--- config.mk ---
export PLATFORM = sky130hd
export DESIGN_NAME = timer8_waveform_modes
export DESIGN_NICKNAME = d
export VERILOG_FILES = /design/src/common/timer8_pkg.sv /design/src/logic/timer8_waveform_modes.sv
export VERILOG_INCLUDE_DIRS = /design/src /design/src/common
export SDC_FILE = /design/constraint.sdc
export NUM_CORES = 1
export LEC_CHECK = 0
export BUFFER_PORTS_ARGS = -buffer_cell sky130_fd_sc_hd__buf_4
export CORE_UTILIZATION = 50
export CTS_CLUSTER_DIAMETER = 30
export CTS_CLUSTER_SIZE = 24
export DETAILED_ROUTE_END_ITERATION = 6
export PLACE_DENSITY = 0.87
export SETUP_SLACK_MARGIN = 0.4
export SYNTH_ARGS = -nofsm -noshare
export SYNTH_HDL_FRONTEND = slang
export SYNTH_SLANG_ARGS = --single-unit
--- constraint.sdc ---
create_clock -name hclk -period 3 [get_ports hclk]
set_input_delay 0.6 -clock hclk [delete_from_list [all_inputs] [get_ports hclk]]
set_output_delay 0.6 -clock hclk [all_outputs]
set_load 0.05 [all_outputs]
--- src/common/timer8_cfg.svh ---
// Register offsets, field positions, count limits and mode codes of the waveform timer
`ifndef TIMER8_CFG_SVH
`define TIMER8_CFG_SVH
`define OFS_CONTROL 12'h000
`define OFS_COUNT 12'h004
`define OFS_COMPARE 12'h008
`define OFS_FLAGS 12'h00c
`define OFS_PIN 12'h010
`define CTL_WAVE_LSB 0
`define CTL_ACTION_LSB 4
`define CTL_TICK_LSB 8
`define FLG_OVF_BIT 0
`define FLG_CMP_BIT 1
`define WS_NORMAL 3'h0
`define WS_PC_FF 3'h1
`define WS_CTC 3'h2
`define WS_FAST_FF 3'h3
`define WS_PC_OCR 3'h5
`define WS_FAST_OCR 3'h7
`define ACT_NONE 2'h0
`define ACT_TOGGLE 2'h1
`define ACT_NONINV 2'h2
`define ACT_INV 2'h3
`define CNT_MAX 8'hff
`define CNT_BOTTOM 8'h00
`define HTRANS_NONSEQ 2'h2
`endif

--- src/common/timer8_pkg.sv ---
// Types of the waveform timer
package timer8_pkg;
  typedef struct packed {
    logic [2:0] waveform_select;
    logic [1:0] output_action_a;
    logic tick_enable;
  } ctrl_t;
  typedef struct packed {
    logic [11:0] addr;
    logic write;
    logic pending;
  } bus_phase_t;
  typedef struct packed {
    ctrl_t ctrl;
    logic [7:0] count_value;
    logic count_down;
    logic [7:0] compare_reg_a;
    logic [7:0] compare_buf_a;
    logic wave_out_a;
    logic overflow_flag;
    logic compare_a_flag;
    logic match_pend;
    logic block_match;
    logic port_data;
    logic port_dir;
    bus_phase_t bus;
    logic [31:0] hrdata;
    logic pin_out;
    logic pin_oe;
  } state_t;
endpackage : timer8_pkg

--- src/logic/timer8_waveform_modes.sv ---
// Eight-bit timer waveform generator with AHB-Lite register slave
`timescale 1ns/1ns
`include "timer8_cfg.svh"

module timer8_waveform_modes (
  input wire logic hclk,
  input wire logic hresetn,
  input wire logic hsel,
  input wire logic [31:0] haddr,
  input wire logic [1:0] htrans,
  input wire logic hwrite,
  input wire logic [2:0] hsize,
  input wire logic [31:0] hwdata,
  input wire logic hready,
  input wire logic timer_tick,
  input wire logic pin_in,
  output logic [31:0] hrdata,
  output logic hreadyout,
  output logic hresp,
  output logic pin_out,
  output logic pin_oe,
  output logic overflow_flag,
  output logic compare_a_flag
);
  timer8_pkg::state_t s_r;
  timer8_pkg::state_t s_nxt;
  logic [1:0] tick_sync_r;
  logic [1:0] pin_sync_r;
  logic tick_prev_r;
  logic tick;
  logic [7:0] top;
  logic pwm_fast;
  logic pwm_pc;
  logic buffered;
  logic wr;
  logic clr_ovf;
  logic clr_cmp;

  // Timer tick is an external strobe; synchronise and take its rising edge
  always_ff @(posedge hclk or negedge hresetn) begin
    if (!hresetn) begin
      tick_sync_r <= 2'h0;
      pin_sync_r <= 2'h0;
      tick_prev_r <= 1'b0;
    end else begin
      tick_sync_r <= {tick_sync_r[0], timer_tick};
      pin_sync_r <= {pin_sync_r[0], pin_in};
      tick_prev_r <= tick_sync_r[1];
    end
  end

  always_comb begin
    pwm_fast = (s_r.ctrl.waveform_select == `WS_FAST_FF) || (s_r.ctrl.waveform_select == `WS_FAST_OCR);
    pwm_pc = (s_r.ctrl.waveform_select == `WS_PC_FF) || (s_r.ctrl.waveform_select == `WS_PC_OCR);
    buffered = pwm_fast || pwm_pc;
    top = (s_r.ctrl.waveform_select == `WS_FAST_OCR || s_r.ctrl.waveform_select == `WS_PC_OCR) ?
          s_r.compare_reg_a : `CNT_MAX;
    tick = s_r.ctrl.tick_enable && tick_sync_r[1] && !tick_prev_r;
    wr = s_r.bus.pending && s_r.bus.write;
    clr_ovf = wr && (s_r.bus.addr == `OFS_FLAGS) && hwdata[`FLG_OVF_BIT];
    clr_cmp = wr && (s_r.bus.addr == `OFS_FLAGS) && hwdata[`FLG_CMP_BIT];
  end

  always_comb begin
    logic match;
    logic at_top;
    logic set_ovf;
    logic set_cmp;
    logic [1:0] act;
    match = 1'b0;
    at_top = 1'b0;
    set_ovf = 1'b0;
    set_cmp = 1'b0;
    act = s_r.ctrl.output_action_a;
    s_nxt = s_r;

    // Counter and waveform, advancing on each timer tick
    if (tick) begin
      match = (s_r.count_value == s_r.compare_reg_a) && !s_r.block_match;
      s_nxt.block_match = 1'b0;
      s_nxt.match_pend = match;
      at_top = (s_r.count_value == top);
      if (s_r.match_pend) begin
        set_cmp = 1'b1;
      end
      unique case (s_r.ctrl.waveform_select)
        `WS_NORMAL: begin
          s_nxt.count_value = s_r.count_value + 8'h01;
          set_ovf = (s_r.count_value == `CNT_MAX);
          if (match && act == `ACT_TOGGLE) begin
            s_nxt.wave_out_a = !s_r.wave_out_a;
          end
        end
        `WS_CTC: begin
          if (match) begin
            s_nxt.count_value = `CNT_BOTTOM;
          end else begin
            s_nxt.count_value = s_r.count_value + 8'h01;
          end
          set_ovf = (s_r.count_value == `CNT_MAX);
          if (match && act == `ACT_TOGGLE) begin
            s_nxt.wave_out_a = !s_r.wave_out_a;
          end
        end
        `WS_FAST_FF, `WS_FAST_OCR: begin
          if (at_top) begin
            s_nxt.count_value = `CNT_BOTTOM;
            s_nxt.compare_reg_a = s_r.compare_buf_a;
            set_ovf = 1'b1;
          end else begin
            s_nxt.count_value = s_r.count_value + 8'h01;
          end
          if (act == `ACT_TOGGLE && match) begin
            s_nxt.wave_out_a = !s_r.wave_out_a;
          end else if (act[1]) begin
            // Match wins over bottom except at top with a compare of CNT_MAX, so a zero compare gives a one-tick spike
            if (match && !(at_top && s_r.compare_reg_a == `CNT_MAX)) begin
              s_nxt.wave_out_a = act[0];
            end else if (at_top) begin
              s_nxt.wave_out_a = !act[0];
            end
          end
        end
        `WS_PC_FF, `WS_PC_OCR: begin
          if (at_top && !s_r.count_down) begin
            s_nxt.count_down = 1'b1;
            s_nxt.count_value = s_r.count_value - 8'h01;
            s_nxt.compare_reg_a = s_r.compare_buf_a;
          end else if (s_r.count_down && s_r.count_value == `CNT_BOTTOM) begin
            s_nxt.count_down = 1'b0;
            s_nxt.count_value = s_r.count_value + 8'h01;
          end else if (s_r.count_down) begin
            s_nxt.count_value = s_r.count_value - 8'h01;
          end else begin
            s_nxt.count_value = s_r.count_value + 8'h01;
          end
          set_ovf = s_r.count_down && (s_r.count_value == `CNT_BOTTOM);
          if (act[1]) begin
            if (s_r.count_down && s_r.count_value == `CNT_BOTTOM) begin
              // Bottom forces the up-count state so the period stays symmetric
              s_nxt.wave_out_a = (s_r.compare_reg_a == `CNT_BOTTOM) ? act[0] : !act[0];
            end else if (match && s_r.compare_reg_a != `CNT_MAX) begin
              s_nxt.wave_out_a = s_r.count_down ? !act[0] : act[0];
            end else if (s_r.compare_reg_a == `CNT_MAX) begin
              s_nxt.wave_out_a = !act[0];
            end else if (s_r.compare_reg_a == `CNT_BOTTOM) begin
              s_nxt.wave_out_a = act[0];
            end
          end
        end
        default: begin
          s_nxt.count_value = s_r.count_value;
        end
      endcase
      if (s_r.ctrl.waveform_select == `WS_CTC && match) begin
        set_cmp = 1'b1;
        s_nxt.match_pend = 1'b0;
      end
    end

    // AHB-Lite data phase
    s_nxt.bus.pending = 1'b0;
    if (s_r.bus.pending && s_r.bus.write) begin
      unique case (s_r.bus.addr)
        `OFS_CONTROL: begin
          s_nxt.ctrl.waveform_select = hwdata[`CTL_WAVE_LSB +: 3];
          s_nxt.ctrl.output_action_a = hwdata[`CTL_ACTION_LSB +: 2];
          s_nxt.ctrl.tick_enable = hwdata[`CTL_TICK_LSB];
        end
        `OFS_COUNT: begin
          s_nxt.count_value = hwdata[7:0];
          s_nxt.block_match = 1'b1;
        end
        `OFS_COMPARE: begin
          s_nxt.compare_buf_a = hwdata[7:0];
          if (!buffered) begin
            s_nxt.compare_reg_a = hwdata[7:0];
          end
        end
        `OFS_PIN: begin
          s_nxt.port_data = hwdata[0];
          s_nxt.port_dir = hwdata[1];
        end
        default: begin
        end
      endcase
    end
    // Set wins over a clear in the same cycle
    s_nxt.overflow_flag = set_ovf || (s_r.overflow_flag && !clr_ovf);
    s_nxt.compare_a_flag = set_cmp || (s_r.compare_a_flag && !clr_cmp);

    if (hsel && hready && htrans == `HTRANS_NONSEQ) begin
      s_nxt.bus.pending = 1'b1;
      s_nxt.bus.write = hwrite;
      s_nxt.bus.addr = haddr[11:0];
      s_nxt.hrdata = 32'h0000_0000;
      if (!hwrite) begin
        unique case (haddr[11:0])
          `OFS_CONTROL: begin
            s_nxt.hrdata[`CTL_WAVE_LSB +: 3] = s_nxt.ctrl.waveform_select;
            s_nxt.hrdata[`CTL_ACTION_LSB +: 2] = s_nxt.ctrl.output_action_a;
            s_nxt.hrdata[`CTL_TICK_LSB] = s_nxt.ctrl.tick_enable;
          end
          `OFS_COUNT: s_nxt.hrdata[7:0] = s_nxt.count_value;
          `OFS_COMPARE: s_nxt.hrdata[7:0] = s_nxt.compare_buf_a;
          `OFS_FLAGS: begin
            s_nxt.hrdata[`FLG_OVF_BIT] = s_nxt.overflow_flag;
            s_nxt.hrdata[`FLG_CMP_BIT] = s_nxt.compare_a_flag;
          end
          `OFS_PIN: s_nxt.hrdata[3:0] = {pin_sync_r[1], s_nxt.wave_out_a, s_nxt.port_dir, s_nxt.port_data};
          default: s_nxt.hrdata = 32'h0000_0000;
        endcase
      end
    end

    // Port override: wave output replaces port data when an action is set
    s_nxt.pin_oe = s_nxt.port_dir;
    s_nxt.pin_out = (s_nxt.ctrl.output_action_a != `ACT_NONE) ? s_nxt.wave_out_a : s_nxt.port_data;
  end

  always_ff @(posedge hclk or negedge hresetn) begin
    if (!hresetn) begin
      s_r <= '0;
    end else begin
      s_r <= s_nxt;
    end
  end

  assign hrdata = s_r.hrdata;
  assign hreadyout = 1'b1;
  assign hresp = 1'b0;
  assign pin_out = s_r.pin_out;
  assign pin_oe = s_r.pin_oe;
  assign overflow_flag = s_r.overflow_flag;
  assign compare_a_flag = s_r.compare_a_flag;

  a_ctc_clear: assert property (@(posedge hclk) disable iff (!hresetn)
    (tick && s_r.ctrl.waveform_select == `WS_CTC && s_r.count_value == s_r.compare_reg_a && !s_r.block_match
     && !(s_r.bus.pending && s_r.bus.write && s_r.bus.addr == `OFS_COUNT)) |=> s_r.count_value == `CNT_BOTTOM)
    else $error("Counter not cleared on match");
  a_ctc_flag: assert property (@(posedge hclk) disable iff (!hresetn)
    (tick && s_r.ctrl.waveform_select == `WS_CTC && s_r.count_value == s_r.compare_reg_a && !s_r.block_match)
    |=> s_r.compare_a_flag)
    else $error("Compare flag not set at top");
  a_ctc_toggle: assert property (@(posedge hclk) disable iff (!hresetn)
    (tick && s_r.ctrl.waveform_select == `WS_CTC && s_r.ctrl.output_action_a == `ACT_TOGGLE
     && s_r.count_value == s_r.compare_reg_a && !s_r.block_match) |=> s_r.wave_out_a != $past(s_r.wave_out_a))
    else $error("Wave output did not toggle");
  a_pin_dir: assert property (@(posedge hclk) disable iff (!hresetn)
    ##1 pin_oe == $past(s_nxt.port_dir))
    else $error("Pin enable does not follow direction");
  a_ovf_wrap: assert property (@(posedge hclk) disable iff (!hresetn)
    (tick && s_r.ctrl.waveform_select == `WS_CTC && s_r.count_value == `CNT_MAX) |=> overflow_flag)
    else $error("Overflow flag missing at wrap");
  a_fast_top: assert property (@(posedge hclk) disable iff (!hresetn)
    (tick && s_r.ctrl.waveform_select == `WS_FAST_FF && s_r.count_value == `CNT_MAX && !wr)
    |=> s_r.count_value == `CNT_BOTTOM && overflow_flag)
    else $error("Fast mode did not restart at top");
  a_pc_turn: assert property (@(posedge hclk) disable iff (!hresetn)
    (tick && s_r.ctrl.waveform_select == `WS_PC_FF && s_r.count_value == `CNT_MAX && !s_r.count_down && !wr)
    |=> s_r.count_down && s_r.count_value == 8'hfe)
    else $error("Phase correct did not reverse at top");
  a_pc_bottom: assert property (@(posedge hclk) disable iff (!hresetn)
    (tick && pwm_pc && s_r.count_down && s_r.count_value == `CNT_BOTTOM) |=> overflow_flag && !s_r.count_down)
    else $error("Overflow flag missing at bottom");
  a_action_none: assert property (@(posedge hclk) disable iff (!hresetn)
    (s_r.ctrl.output_action_a == `ACT_NONE && !wr) |=> $stable(s_r.wave_out_a))
    else $error("Wave output moved with no action");
  a_fast_ovf: assert property (@(posedge hclk) disable iff (!hresetn)
    (tick && pwm_fast && s_r.count_value == top) |=> overflow_flag)
    else $error("Fast mode overflow flag missing at top");
  a_pwm_buffer: assert property (@(posedge hclk) disable iff (!hresetn)
    (wr && s_r.bus.addr == `OFS_COMPARE && buffered && !tick) |=> s_r.compare_reg_a == $past(s_r.compare_reg_a))
    else $error("Buffered compare changed outside top or bottom");
  a_ctc_direct: assert property (@(posedge hclk) disable iff (!hresetn)
    (wr && s_r.bus.addr == `OFS_COMPARE && !buffered) |=> s_r.compare_reg_a == $past(hwdata[7:0]))
    else $error("Unbuffered compare write did not land");
endmodule : timer8_waveform_modes

# After elaboration in Yosys (flattened, before gate mapping)

Cells that the tools add are included.

Register bits after elaboration: 90
Bits in read-only memories: 0
Output and inout bits: 38
Latch bits: 0
Word-level logic and storage cells: 140
Memories kept: 0
Input port bits: 76
Memory bits (writable): 0

Bitwise gates (word level): 0
Divide/modulo/power cells: 0
$mul: 0
Reduce and logical (&&, ||, !) cells: 43
Equality and inequality tests: 20
Mux-type cells: 53
Add/subtract/negate cells: 2
Shift operators: 0
Order comparisons: 0

Operator list:

| cell                  | count |
|---|---|
| $mux W8               | 9 |
| $eq A12 B4 Y1 const B | 4 |
| $mux W33              | 1 |
| $mux W16              | 2 |
| $pmux W8 S4           | 1 |
| $mux W1               | 25 |
| $eq A12 B3 Y1 const B | 2 |
| $eq A12 B5 Y1 const B | 2 |
| $logic_not A12 Y1     | 2 |
| $logic_and A1 B1 Y1   | 18 |
| $mux W9               | 2 |
| $mux W17              | 1 |
| $eq A8 B8 Y1          | 2 |
| $eq A8 B8 Y1 const B  | 2 |
| $logic_not A8 Y1      | 2 |
| $pmux W8 S2           | 1 |
| $mux W14              | 1 |
| $pmux W2 S5           | 1 |
| $pmux W1 S3           | 3 |
| $add A8 B1 Y8 const B | 1 |
| $logic_not A1 Y1      | 8 |
| $ne A8 B8 Y1 const B  | 1 |
| $sub A8 B1 Y8 const B | 1 |
| $eq A3 B2 Y1 const B  | 2 |
| other kinds (15)      | 24 |

# Logic depth before layout (Yosys ltp)

Gate-level depths: netlist (run 1).

Depth in word-level cells: 15
Depth in mapped cells: 11

# Least setup slack after synthesis (run 1)

No wires, ideal clock.

Path kind: reg2reg
From: register s_r[72] (netlist name)
To: register s_r, in the netlist hrdata[7]
Path slack: 0.274 ns
Arrival time: 2.607 ns
Path buffers: 1
Cell stages (with the launch flop): 11
Clock period less this slack: 2.726 ns
Required time: 2.880 ns
Cell sequence: dfrtp_1 -> inv_1 -> ha_1 -> or3b_4 -> or4_1 -> buf_2 -> o211ai_4 -> nor2_1 -> a2111oi_0 -> a211oi_1 -> a31o_1

RTL lines:

| what                     | RTL line                     | source |
|---|---|---|
| start: declaration       | timer8_waveform_modes.sv:25  | `timer8_pkg::state_t s_r;` |
| start signal: assignment | timer8_waveform_modes.sv:225 | `s_r <= s_nxt;` |

==> impl_results.md, run 1 <==
* Full die area at slightly above 9000 sq um
* CP bufs+invs at 1
* Drt initial violations at around 320
* Arr. time, crit path at 2860 ps
* Post-synth top cells: 80 x nand2_1, 67 x dfrtp_1, 45 x nor2_1
* Reg-to-reg startpoint: s_r[66]
* Share of layout cells above drive strength 1 at between 20% and 30%
* Tcrit/Tclk final at around 88%
* Startpoint Class: flop
* RD Place Congestion at around 1
* Insertion delay to the later sink of the worst-skew pair at 340 ps
* HPWL Detailed at 8.83 mm
* FMAX at 379 MHz
* CP peak stage delay at 580 ps
* Leading register cell type out of synthesis: dfrtp_1
* Drt drc at 0
* Outcome: complete, no violations
* Storage cell area at 1680 sq um
* CP cell instances: nor2b_1 -> a221o_1 -> or4_4 -> o21ai_4 -> nand3_4 -> buf_4 -> nand4_1 -> nand3_2 -> mux2_4
* Max rail drop VDD at between 0.3 and 0.4 mV
* Maximum root-to-sink buffer count at 2
* Drt wl/cell at 18.1 um
* Top cell type's share of synthesized area at between 30% and 40%
* Minimum clock period after layout at 2640 ps
* Least-Margin Pin Slew at slightly above 800 ps
* Routed vias at 4158
* Detailed Routing Iterations Pass 1 at 6
* Cells after Synth at 509
* Netlist cell types at 78
* Post-Route Setup TNS at 0 ps
* Fin cells at 680
* Most common cell in the netlist: nand2_1
* # setup viols final at 0
* Die Y at 95.1 um
* Max_cap viols at 0
* Fillers at 694
* Final Hold Vio Count at 0
* Largest net degree at the start of global routing at 68
* Clock-pin slew on the worst setup and hold paths at 60 ps
* Synth Register Bits at 67
* Final ANT Viol Nets at 0
* Cts bufs inserted at 9
* Hold depth at 0
* R2R Path End: s_r[78]
* RSZ-0062 raised after global routing: true
* Sequential cell area fraction in the yosys report at 38.7%
* Final Max Tran Viols at 0
* # nets final at 649
* Sink Count at 67
* CP Class: reg -> reg
* Static leakage at 2.45 nW
* Die width at ~95 um
* Pwr Density at 508 nW/um^2
* Skew final at 5.35 ps
* Drt via density at 6.11
* H-tree Lvls at 3
* Global route overflow at 0
* Placed instance area at roughly 4700 sq um
* Crit Path Max Fanout at 8
* Diode count at 0
* # IOs at 114
* Design area at 5200 sq um
* Total power at roughly 0.0026 W
* Synth warnings at 0
* Critical path data required time at 3220 ps
* Root buffer cell: clkbuf_8
* Initial Utilization at a little over half
* Core box area at ~8300 sq um
* EDFF count, synth at 0
* Post-synth ARST share at 100%
* Worst hold path class: reg -> reg
* Area contributors post-synth: dfrtp_1 39%, nand2_1 6.9%, buf_4 6.2%
* Cell taking the most area after synthesis: dfrtp_1
* Post-Syn Area at 4340 sq um
* Hold Startpoint: pin_sync_r[0]
* Hold_buf cts at 0
* Setup crit end kind: flop
* R2R Setup Slk at 360 ps
* Port Buf Inserts at 42
* Row count at 33
* Vias in the first global route at ~4000
* Avg Inst Size Synth at 8.52 sq um
* Multi-input logic area at 2500 sq um
* WL final at 12.3 mm
* Hold endpoint: pin_sync_r[1]
* Relative slew slack at around 45%
* Critical-path top delay cell: or4_4
* R2R depth at 9
* Placed Instances at 645
* CP top delay family: simple AND/OR/NAND/NOR gates
* Layout area overhead at 19.8%
* Antenna violations before repair at 0
* Global-route wire length before repair at 19.7 mm
* Tot GR Track Use at 29.2%
* CTS tree: yes
==> cell usage in the layout (no fill, tap or decap), drive strengths merged, types with 6 or more instances in the layout <==
master | Yosys | layout
buf | 40 | 83
nand2 | 81 | 81
dfrtp | 67 | 67
nor2 | 46 | 46
conb | 2 | 25
inv | 24 | 24
a21oi | 23 | 23
o21ai | 23 | 23
nand3 | 13 | 13
nor3 | 13 | 13
clkbuf | 15 | 12
mux2 | 12 | 12
mux2i | 10 | 10
nand2b | 10 | 10
nand4 | 9 | 9
a31oi | 7 | 7
nor4 | 6 | 6
==> flip-flops by register name, indices dropped and copies added (netlist names) <==
name / cells
compare_a_flag: 1
overflow_flag: 1
s_r: 49
pin_oe: 1
pin_sync_r: 2
hrdata: 9
tick_sync_r: 2
tick_prev_r: 1
pin_out: 1
==> cell type report <==
cell class | instances | area share [%]
Timing Repair Buffer | 83 | 12.2
Clock inverter | 3 | 0.289
Tap cell | 105 | 2.53
Inverter | 24 | 1.73
Sequential cell | 67 | 32.3
Multi-Input combinational cell | 386 | 48.2
Clock buffer | 12 | 2.79
==> routing by layer <==
metal  wire, um  up-vias  share of wire (%)  GRT usage [%]
li1           -     1904                  -              -
met1       4960     1994                 40           36.1
met2       6090      218                 50           48.8
met3        808       42                6.6           5.98
met4        428        0                3.5           13.5
met5          0        -                  0              0
==> timing repair <==
| item | 4_1_cts | 5_1_grt |
|---|---|---|
| resized for setup | 27 | 13 |
| pin swaps | 16 | 11 |
| endpoints found under the setup margin | 14 | 19 |
| cloned | 0 | 0 |
| setup buffers | 18 | 2 |
==> worst max path at each step <==
stage	from	end	slack [ps]	depth (start not counted)
3_3_place_gp	s_r[73]	hrdata[7]	140	10
4_1_cts	s_r[72]	hrdata[3]	350	9
6_report	s_r[66]	s_r[78]	360	9
2_1_floorplan	s_r[72]	s_r[75]	400	10
5_1_grt	s_r[72]	hrdata[3]	290	9
3_5_place_dp	s_r[73]	hrdata[7]	110	10
==> metrics by stage <==
stage | worst slack, ps | util (%) | hold slack, ps
final | 361 | 62.6 | 362
after global routing | 286 | 62.6 | 337
after CTS | 353 | 61.8 | 355
after detailed placement | 113 | 56.7 | 348
after global placement | 141 | 56.7 | 332
after floorplan | 402 | - | 304
==> kinds of logic (layout without fill, tap and decap cells) <==
| logic type | count (synthesis) | after routing | share of synthesized area [%] |
|---|---|---|---|
| AO/OA/AOI/OAI | 118 | 118 | 19.4 |
| XOR/XNOR | 1 | 1 | 0.202 |
| buffers and inverters | 79 | 122 | 10.1 |
| other | 2 | 25 | 0.173 |
| AND/OR/NAND/NOR | 217 | 217 | 25.3 |
| flip-flops | 67 | 67 | 38.7 |
| adder cells (fa/ha/maj) | 3 | 3 | 0.808 |
| multiplexers | 22 | 22 | 5.42 |
==> power by group <==
part	internal (W)	switching (W)
registers	0.000997	0.0000993
logic	0.000352	0.000560
clock network	0.000314	0.000319
total	0.00166	0.000978
==> worst reg2reg max path, stage by stage, from the launching register on <==
cell	delay, ps
dfrtp_1	400
nor2b_1	150
a221o_1	320
or4_4	580
o21ai_4	210
nand3_4	150
buf_4	170
nand4_1	100
nand3_2	150
mux2_4	290
No activity file was read; power rests on OpenSTA's default activity.
==> run 2, diff against run 1 <==
--- a/config.mk
+++ b/config.mk
@@ -8,6 +8,7 @@
 export LEC_CHECK = 0
 export BUFFER_PORTS_ARGS = -buffer_cell sky130_fd_sc_hd__buf_4
 export CORE_UTILIZATION = 50
+export CTS_BUF_LIST = sky130_fd_sc_hd__clkbuf_16
 export CTS_CLUSTER_DIAMETER = 30
 export CTS_CLUSTER_SIZE = 24
 export DETAILED_ROUTE_END_ITERATION = 6
==> impl_results.md, run 2 (synthesized netlist as in run 1, its figures left out) <==
* Final Max Tran Viols at 0
* CP Class: reg -> reg
* Placed instance area at 4700 sq um
* Maximum root-to-sink buffer count at 2
* WL final at between 10 and 15 mm
* Max rail drop VDD at 0.405 mV
* Fillers at 664
* Static leakage at around 2.5 nW
* Die width at 95.1 um
* Setup crit end kind: flop
* Cts bufs inserted at 9
* Core box area at 8300 sq um
* CP cell instances: nor2b_4 -> a221o_1 -> or4_4 -> o21ai_4 -> nand3_4 -> a221o_1 -> a22oi_2 -> buf_6 -> o21ai_2
* # setup viols final at 0
* Startpoint Class: flop
* Global route overflow at 0
* CTS tree: yes
* Initial Utilization at between 50% and 60%
* Tcrit/Tclk final at between 80% and 90%
* Antenna violations before repair at 0
* Drt via density at 6.20
* Drt drc at 0
* Storage cell area at 1680 sq um
* Crit Path Max Fanout at 7
* Full die area at ~9000 sq um
* Least-Margin Pin Slew at 827 ps
* Hold Startpoint: pin_sync_r[0]
* Pwr Density at 550 nW/um^2
* Diode count at 0
* Drt initial violations at 360
* Worst hold path class: reg -> reg
* Final ANT Viol Nets at 0
* Drt wl/cell at 18.4 um
* Final Hold Vio Count at 0
* # IOs at about 110
* Minimum clock period after layout at 2640 ps
* RD Place Congestion at around 0.99
* Outcome: complete, no violations
* Detailed Routing Iterations Pass 1 at 6
* # nets final at 653
* H-tree Lvls at 3
* Sink Count at 67
* Tot GR Track Use at 29.5%
* Post-Route Setup TNS at 0 ps
* Row count at 33
* Port Buf Inserts at 42
* Commonest non-fill, non-tap cell in the layout: buf_4
* Reg-to-reg startpoint: s_r[66]
* Most used cell, CP: a221o_1
* Crit. Startpoint: s_r[66]
* Root buffer cell: clkbuf_16
* Share of layout cells above drive strength 1 at 26.4%
* Critical path data required time at about 3200 ps
* Largest net degree at the start of global routing at 68
* Arr. time, crit path at 2850 ps
* Multi-input logic area at 2520 sq um
* Max_cap viols at 0
* Skew final at 4.99 ps
* Commonest non-fill, non-tap cells in the layout: 82 x buf_4, 80 x nand2_1, 63 x dfrtp_1
* HPWL Detailed at 8.83 mm
* RSZ-0062 raised after global routing: true
* Max FFs per register at between 40 and 50
* Routed vias at approximately 4200
* Relative slew slack at roughly 45%
* Hold_buf cts at 0
* Clock-pin slew on the worst setup and hold paths at 50 ps
* Die Y at 95.1 um
* Critical-path top delay cell: or4_4
* Global-route wire length before repair at 20.1 mm
* Largest Register: s_r
* Design area at 5340 sq um
* CP peak stage delay at approximately 570 ps
* Layout area overhead at 23.2%
* Vias in the first global route at between 4000 and 5000
* Insertion delay to the later sink of the worst-skew pair at approximately 330 ps
* FMAX at 379 MHz
run 2: changes by cell type in the layout (fill, tap and decap cells not counted), sizes merged:
cell,delta
buf,+4
clkinv,+1
clkbuf,-3
inv,+2
run 2: final cells by class:
| cell class | count | area share [%] |
|---|---|---|
| Multi-Input combinational cell | 386 | 47.1 |
| Sequential cell | 67 | 31.5 |
| Timing Repair Buffer | 87 | 12.6 |
| Clock buffer | 9 | 4.22 |
| Tap cell | 105 | 2.46 |
| Inverter | 24 | 1.69 |
| Clock inverter | 6 | 0.492 |
run 2: path summary, 6_finish.rpt:
kind / end / slack [ps] / depth (start not counted)
max reg2reg: hrdata[4] / 360 / 9
min in group asynchronous: pin_sync_r[0] / 370 / 1
max: hrdata[4] / 360 / 9
max in group asynchronous: s_r[70] / 2040 / 1
min: pin_sync_r[1] / 360 / 0
min reg2reg: pin_sync_r[1] / 360 / 0
run 2: stage by stage:
| step | util, % | worst slack [ps] | hold WS, ps | power [W] | std cells |
|---|---|---|---|---|---|
| after floorplan | - | 402 | 304 | 0.00161 | 532 |
| after global placement | 56.7 | 141 | 332 | 0.00182 | 645 |
| after detailed placement | 56.7 | 113 | 348 | 0.00185 | 645 |
| after CTS | 62.7 | 366 | 359 | 0.00285 | 678 |
| after global routing | 64.4 | 278 | 362 | 0.00305 | 684 |
| final | 64.4 | 362 | 356 | 0.00294 | 684 |
run 2: timing repair:
action | CTS | global route
resized for setup | 23 | 22
pin swaps | 9 | 17
endpoints found under the setup margin | 14 | 20
gates cloned | 0 | 0
setup buffers | 18 | 6
run 2: critical path: cells and delay by family, from the launching register on:
kind	cells	cell delay [ps]
AND/OR/NAND/NOR	3	850
AO/OA/AOI/OAI	5	1120
buffers and inverters	1	140
flip-flops	1	400
run 2: metal layers:
layer	part of all wire (%)	vias to the layer above	GRT usage, %
met5	0	-	0
met2	49	243	49.0
li1	-	1910	-
met1	40	2027	36.2
met4	4.3	0	16.4
met3	7.4	63	5.18
run 2: report_power, final:
| part | internal (W) | switching (W) | total [W] |
|---|---|---|---|
| Combinational | 0.000369 | 0.000568 | 0.000937 |
| Clock | 0.000540 | 0.000360 | 0.000899 |
| Sequential | 0.000999 | 0.000103 | 0.00110 |
| Total | 0.00191 | 0.00103 | 0.00294 |
==> run 3, diff against run 2 <==
==> constraint.sdc (replaced) <==
create_clock -name hclk -period 3.2 [get_ports hclk]
set_input_delay 0.64 -clock hclk [delete_from_list [all_inputs] [get_ports hclk]]
set_output_delay 0.64 -clock hclk [all_outputs]
set_load 0.05 [all_outputs]
==> impl_results.md, run 3 (synthesized netlist as in run 1, its figures left out) <==
* Fillers at 659
* Commonest non-fill, non-tap cells in the layout: 80 x nand2_1, 68 x buf_4, 64 x dfrtp_1
* Sink Count at 67
* Drt drc at 0
* Maximum root-to-sink buffer count at 2
* CP Class: reg -> reg
* Commonest non-fill, non-tap cell in the layout: nand2_1
* Worst hold path class: reg -> reg
* Util after Layout at 61.5%
* Post-Route Setup TNS at 0 ps
* Total power at 0.00276 W
* Arr. time, crit path at 2990 ps
* Design area at 5100 sq um
* RSZ-0062 raised after global routing: true
* Worst hold slack at 350 ps
* Antenna violations before repair at 0
* DR top layer: met4
* H-tree Lvls at 3
* CP peak stage delay at 620 ps
* Drt via density at 6.16
* Placed instance area at 4640 sq um
* Max_cap viols at 0
* Global route overflow at 0
* Clock-pin slew on the worst setup and hold paths at ~50 ps
* Startpoint Class: flop
* Cts bufs inserted at 9
* Critical-path top delay cell: or4_4
* CTS tree: yes
* # IOs at 114
* Routed vias at 4112
* Tcrit/Tclk final at between 80% and 90%
* Port Buf Inserts at 42
* WL final at 11.9 mm
* Initial Utilization at approximately 52%
* Tot GR Track Use at approximately 28%
* Final Hold Vio Count at 0
* # setup viols final at 0
* Met3 Wirelength at 849 um
* Full die area at 9050 sq um
* Critical path data required time at 3400 ps
* Crit. Startpoint: s_r[72]
* Crit Path Max Fanout at 8
* Outcome: complete, no violations
* Max FFs per register at slightly below 50
* # nets final at roughly 640
* Layout area overhead at 17.7%
* Die Y at 95.1 um
* Pwr Density at between 500 and 600 nW/um^2
* Insertion delay to the later sink of the worst-skew pair at 330 ps
* R2R Path End: hrdata[4]
* RD Place Congestion at 0.992
* Max rail drop VDD at 0.396 mV
* Largest net degree at the start of global routing at 68
* Diode count at 0
* Die width at 95.1 um
* R2R depth at 9
* Drt initial violations at 394
* Final ANT Viol Nets at 0
* Skew final at 3.68 ps
* Relative slew slack at about two fifths
* Setup crit end kind: flop
* FMAX at 359 MHz
* Hold_buf cts at 0
* Detailed Routing Iterations Pass 1 at 5
* Met1 WL at 4.65 mm
* Row count at 33
* Global-route wire length before repair at 19.1 mm
* Drt wl/cell at around 18 um
* Final Max Tran Viols at 0
* Minimum clock period after layout at 2790 ps
* Core box area at 8300 sq um
* Crit path to: hrdata[4]
* Vias in the first global route at 3893
* Reg-to-reg startpoint: s_r[72]
* Root buffer cell: clkbuf_16
* Static leakage at ~2.4 nW
* CP cell instances: buf_4 -> nand2b_1 -> o2111ai_1 -> or4_4 -> o21ai_4 -> nand3_4 -> a221o_1 -> a22oi_2 -> o21ai_1
* Largest Register: s_r
* Met2 wire len at 5.94 mm
* Share of layout cells above drive strength 1 at a little over a fifth
* HPWL Detailed at about 8.7 mm
* Least-Margin Pin Slew at roughly 890 ps
* R2R Setup Slk at between 400 and 500 ps
run 3: repair_timing:
| action | in CTS | in global routing |
|---|---|---|
| buffers inserted | 2 | 9 |
| gates cloned | 0 | 0 |
| pin swaps | 2 | 11 |
| gates resized for setup | 8 | 11 |
| setup endpoints to repair | 11 | 13 |
run 3: area by class of cell:
| type | instances | area [sq um] | area share (%) |
|---|---|---|---|
| sequential | 67 | 1680 | 32.9 |
| timing repair buffer | 69 | 531 | 10.4 |
| clock buffer | 9 | 225 | 4.41 |
| inverter | 24 | 90.1 | 1.77 |
| clock inverter | 7 | 68.8 | 1.35 |
| multi-input combinational | 386 | 2380 | 46.6 |
| tap | 105 | 131 | 2.57 |
run 3: per-layer routing:
layer / GRT usage, % / vias to the layer above
li1: - / 1868
met1: 34.4 / 1971
met5: 0 / -
met3: 6.06 / 39
met2: 46.3 / 234
met4: 14.5 / 0
run 3: how the worst min path moves through the flow:
| stage | from | to | slack (ps) | depth (start not counted) |
|---|---|---|---|---|
| global route | tick_sync_r[0] | tick_sync_r[1] | 360 | 0 |
| global placement | pin_sync_r[0] | pin_sync_r[1] | 330 | 0 |
| finish | pin_sync_r[0] | pin_sync_r[1] | 350 | 0 |
| floorplan | pin_sync_r[0] | pin_sync_r[1] | 330 | 0 |
| detailed placement | pin_sync_r[0] | pin_sync_r[1] | 340 | 0 |
| CTS | pin_sync_r[0] | pin_sync_r[1] | 350 | 0 |
run 3: worst max-delay path: cells and delay by family, from the launching register on:
kind | cells | cell delay [ps]
AO/OA/AOI/OAI | 5 | 1220
buffers and inverters | 1 | 180
flip-flops | 1 | 410
AND/OR/NAND/NOR | 3 | 840
run 3: power breakdown:
part           switching, W  internal (W)  leakage [nW]  total [W]
sequential         0.000102      0.000936         0.842    0.00104
combinational      0.000477      0.000286          1.40   0.000762
clock              0.000360      0.000599         0.141   0.000959
run 3: through the flow:
stage / std cells / worst slack (ps)
4_1_cts: 658 / 400
3_3_place_gp: 640 / 136
3_5_place_dp: 640 / 128
5_1_grt: 667 / 362
2_1_floorplan: 532 / 474
6_report: 667 / 412
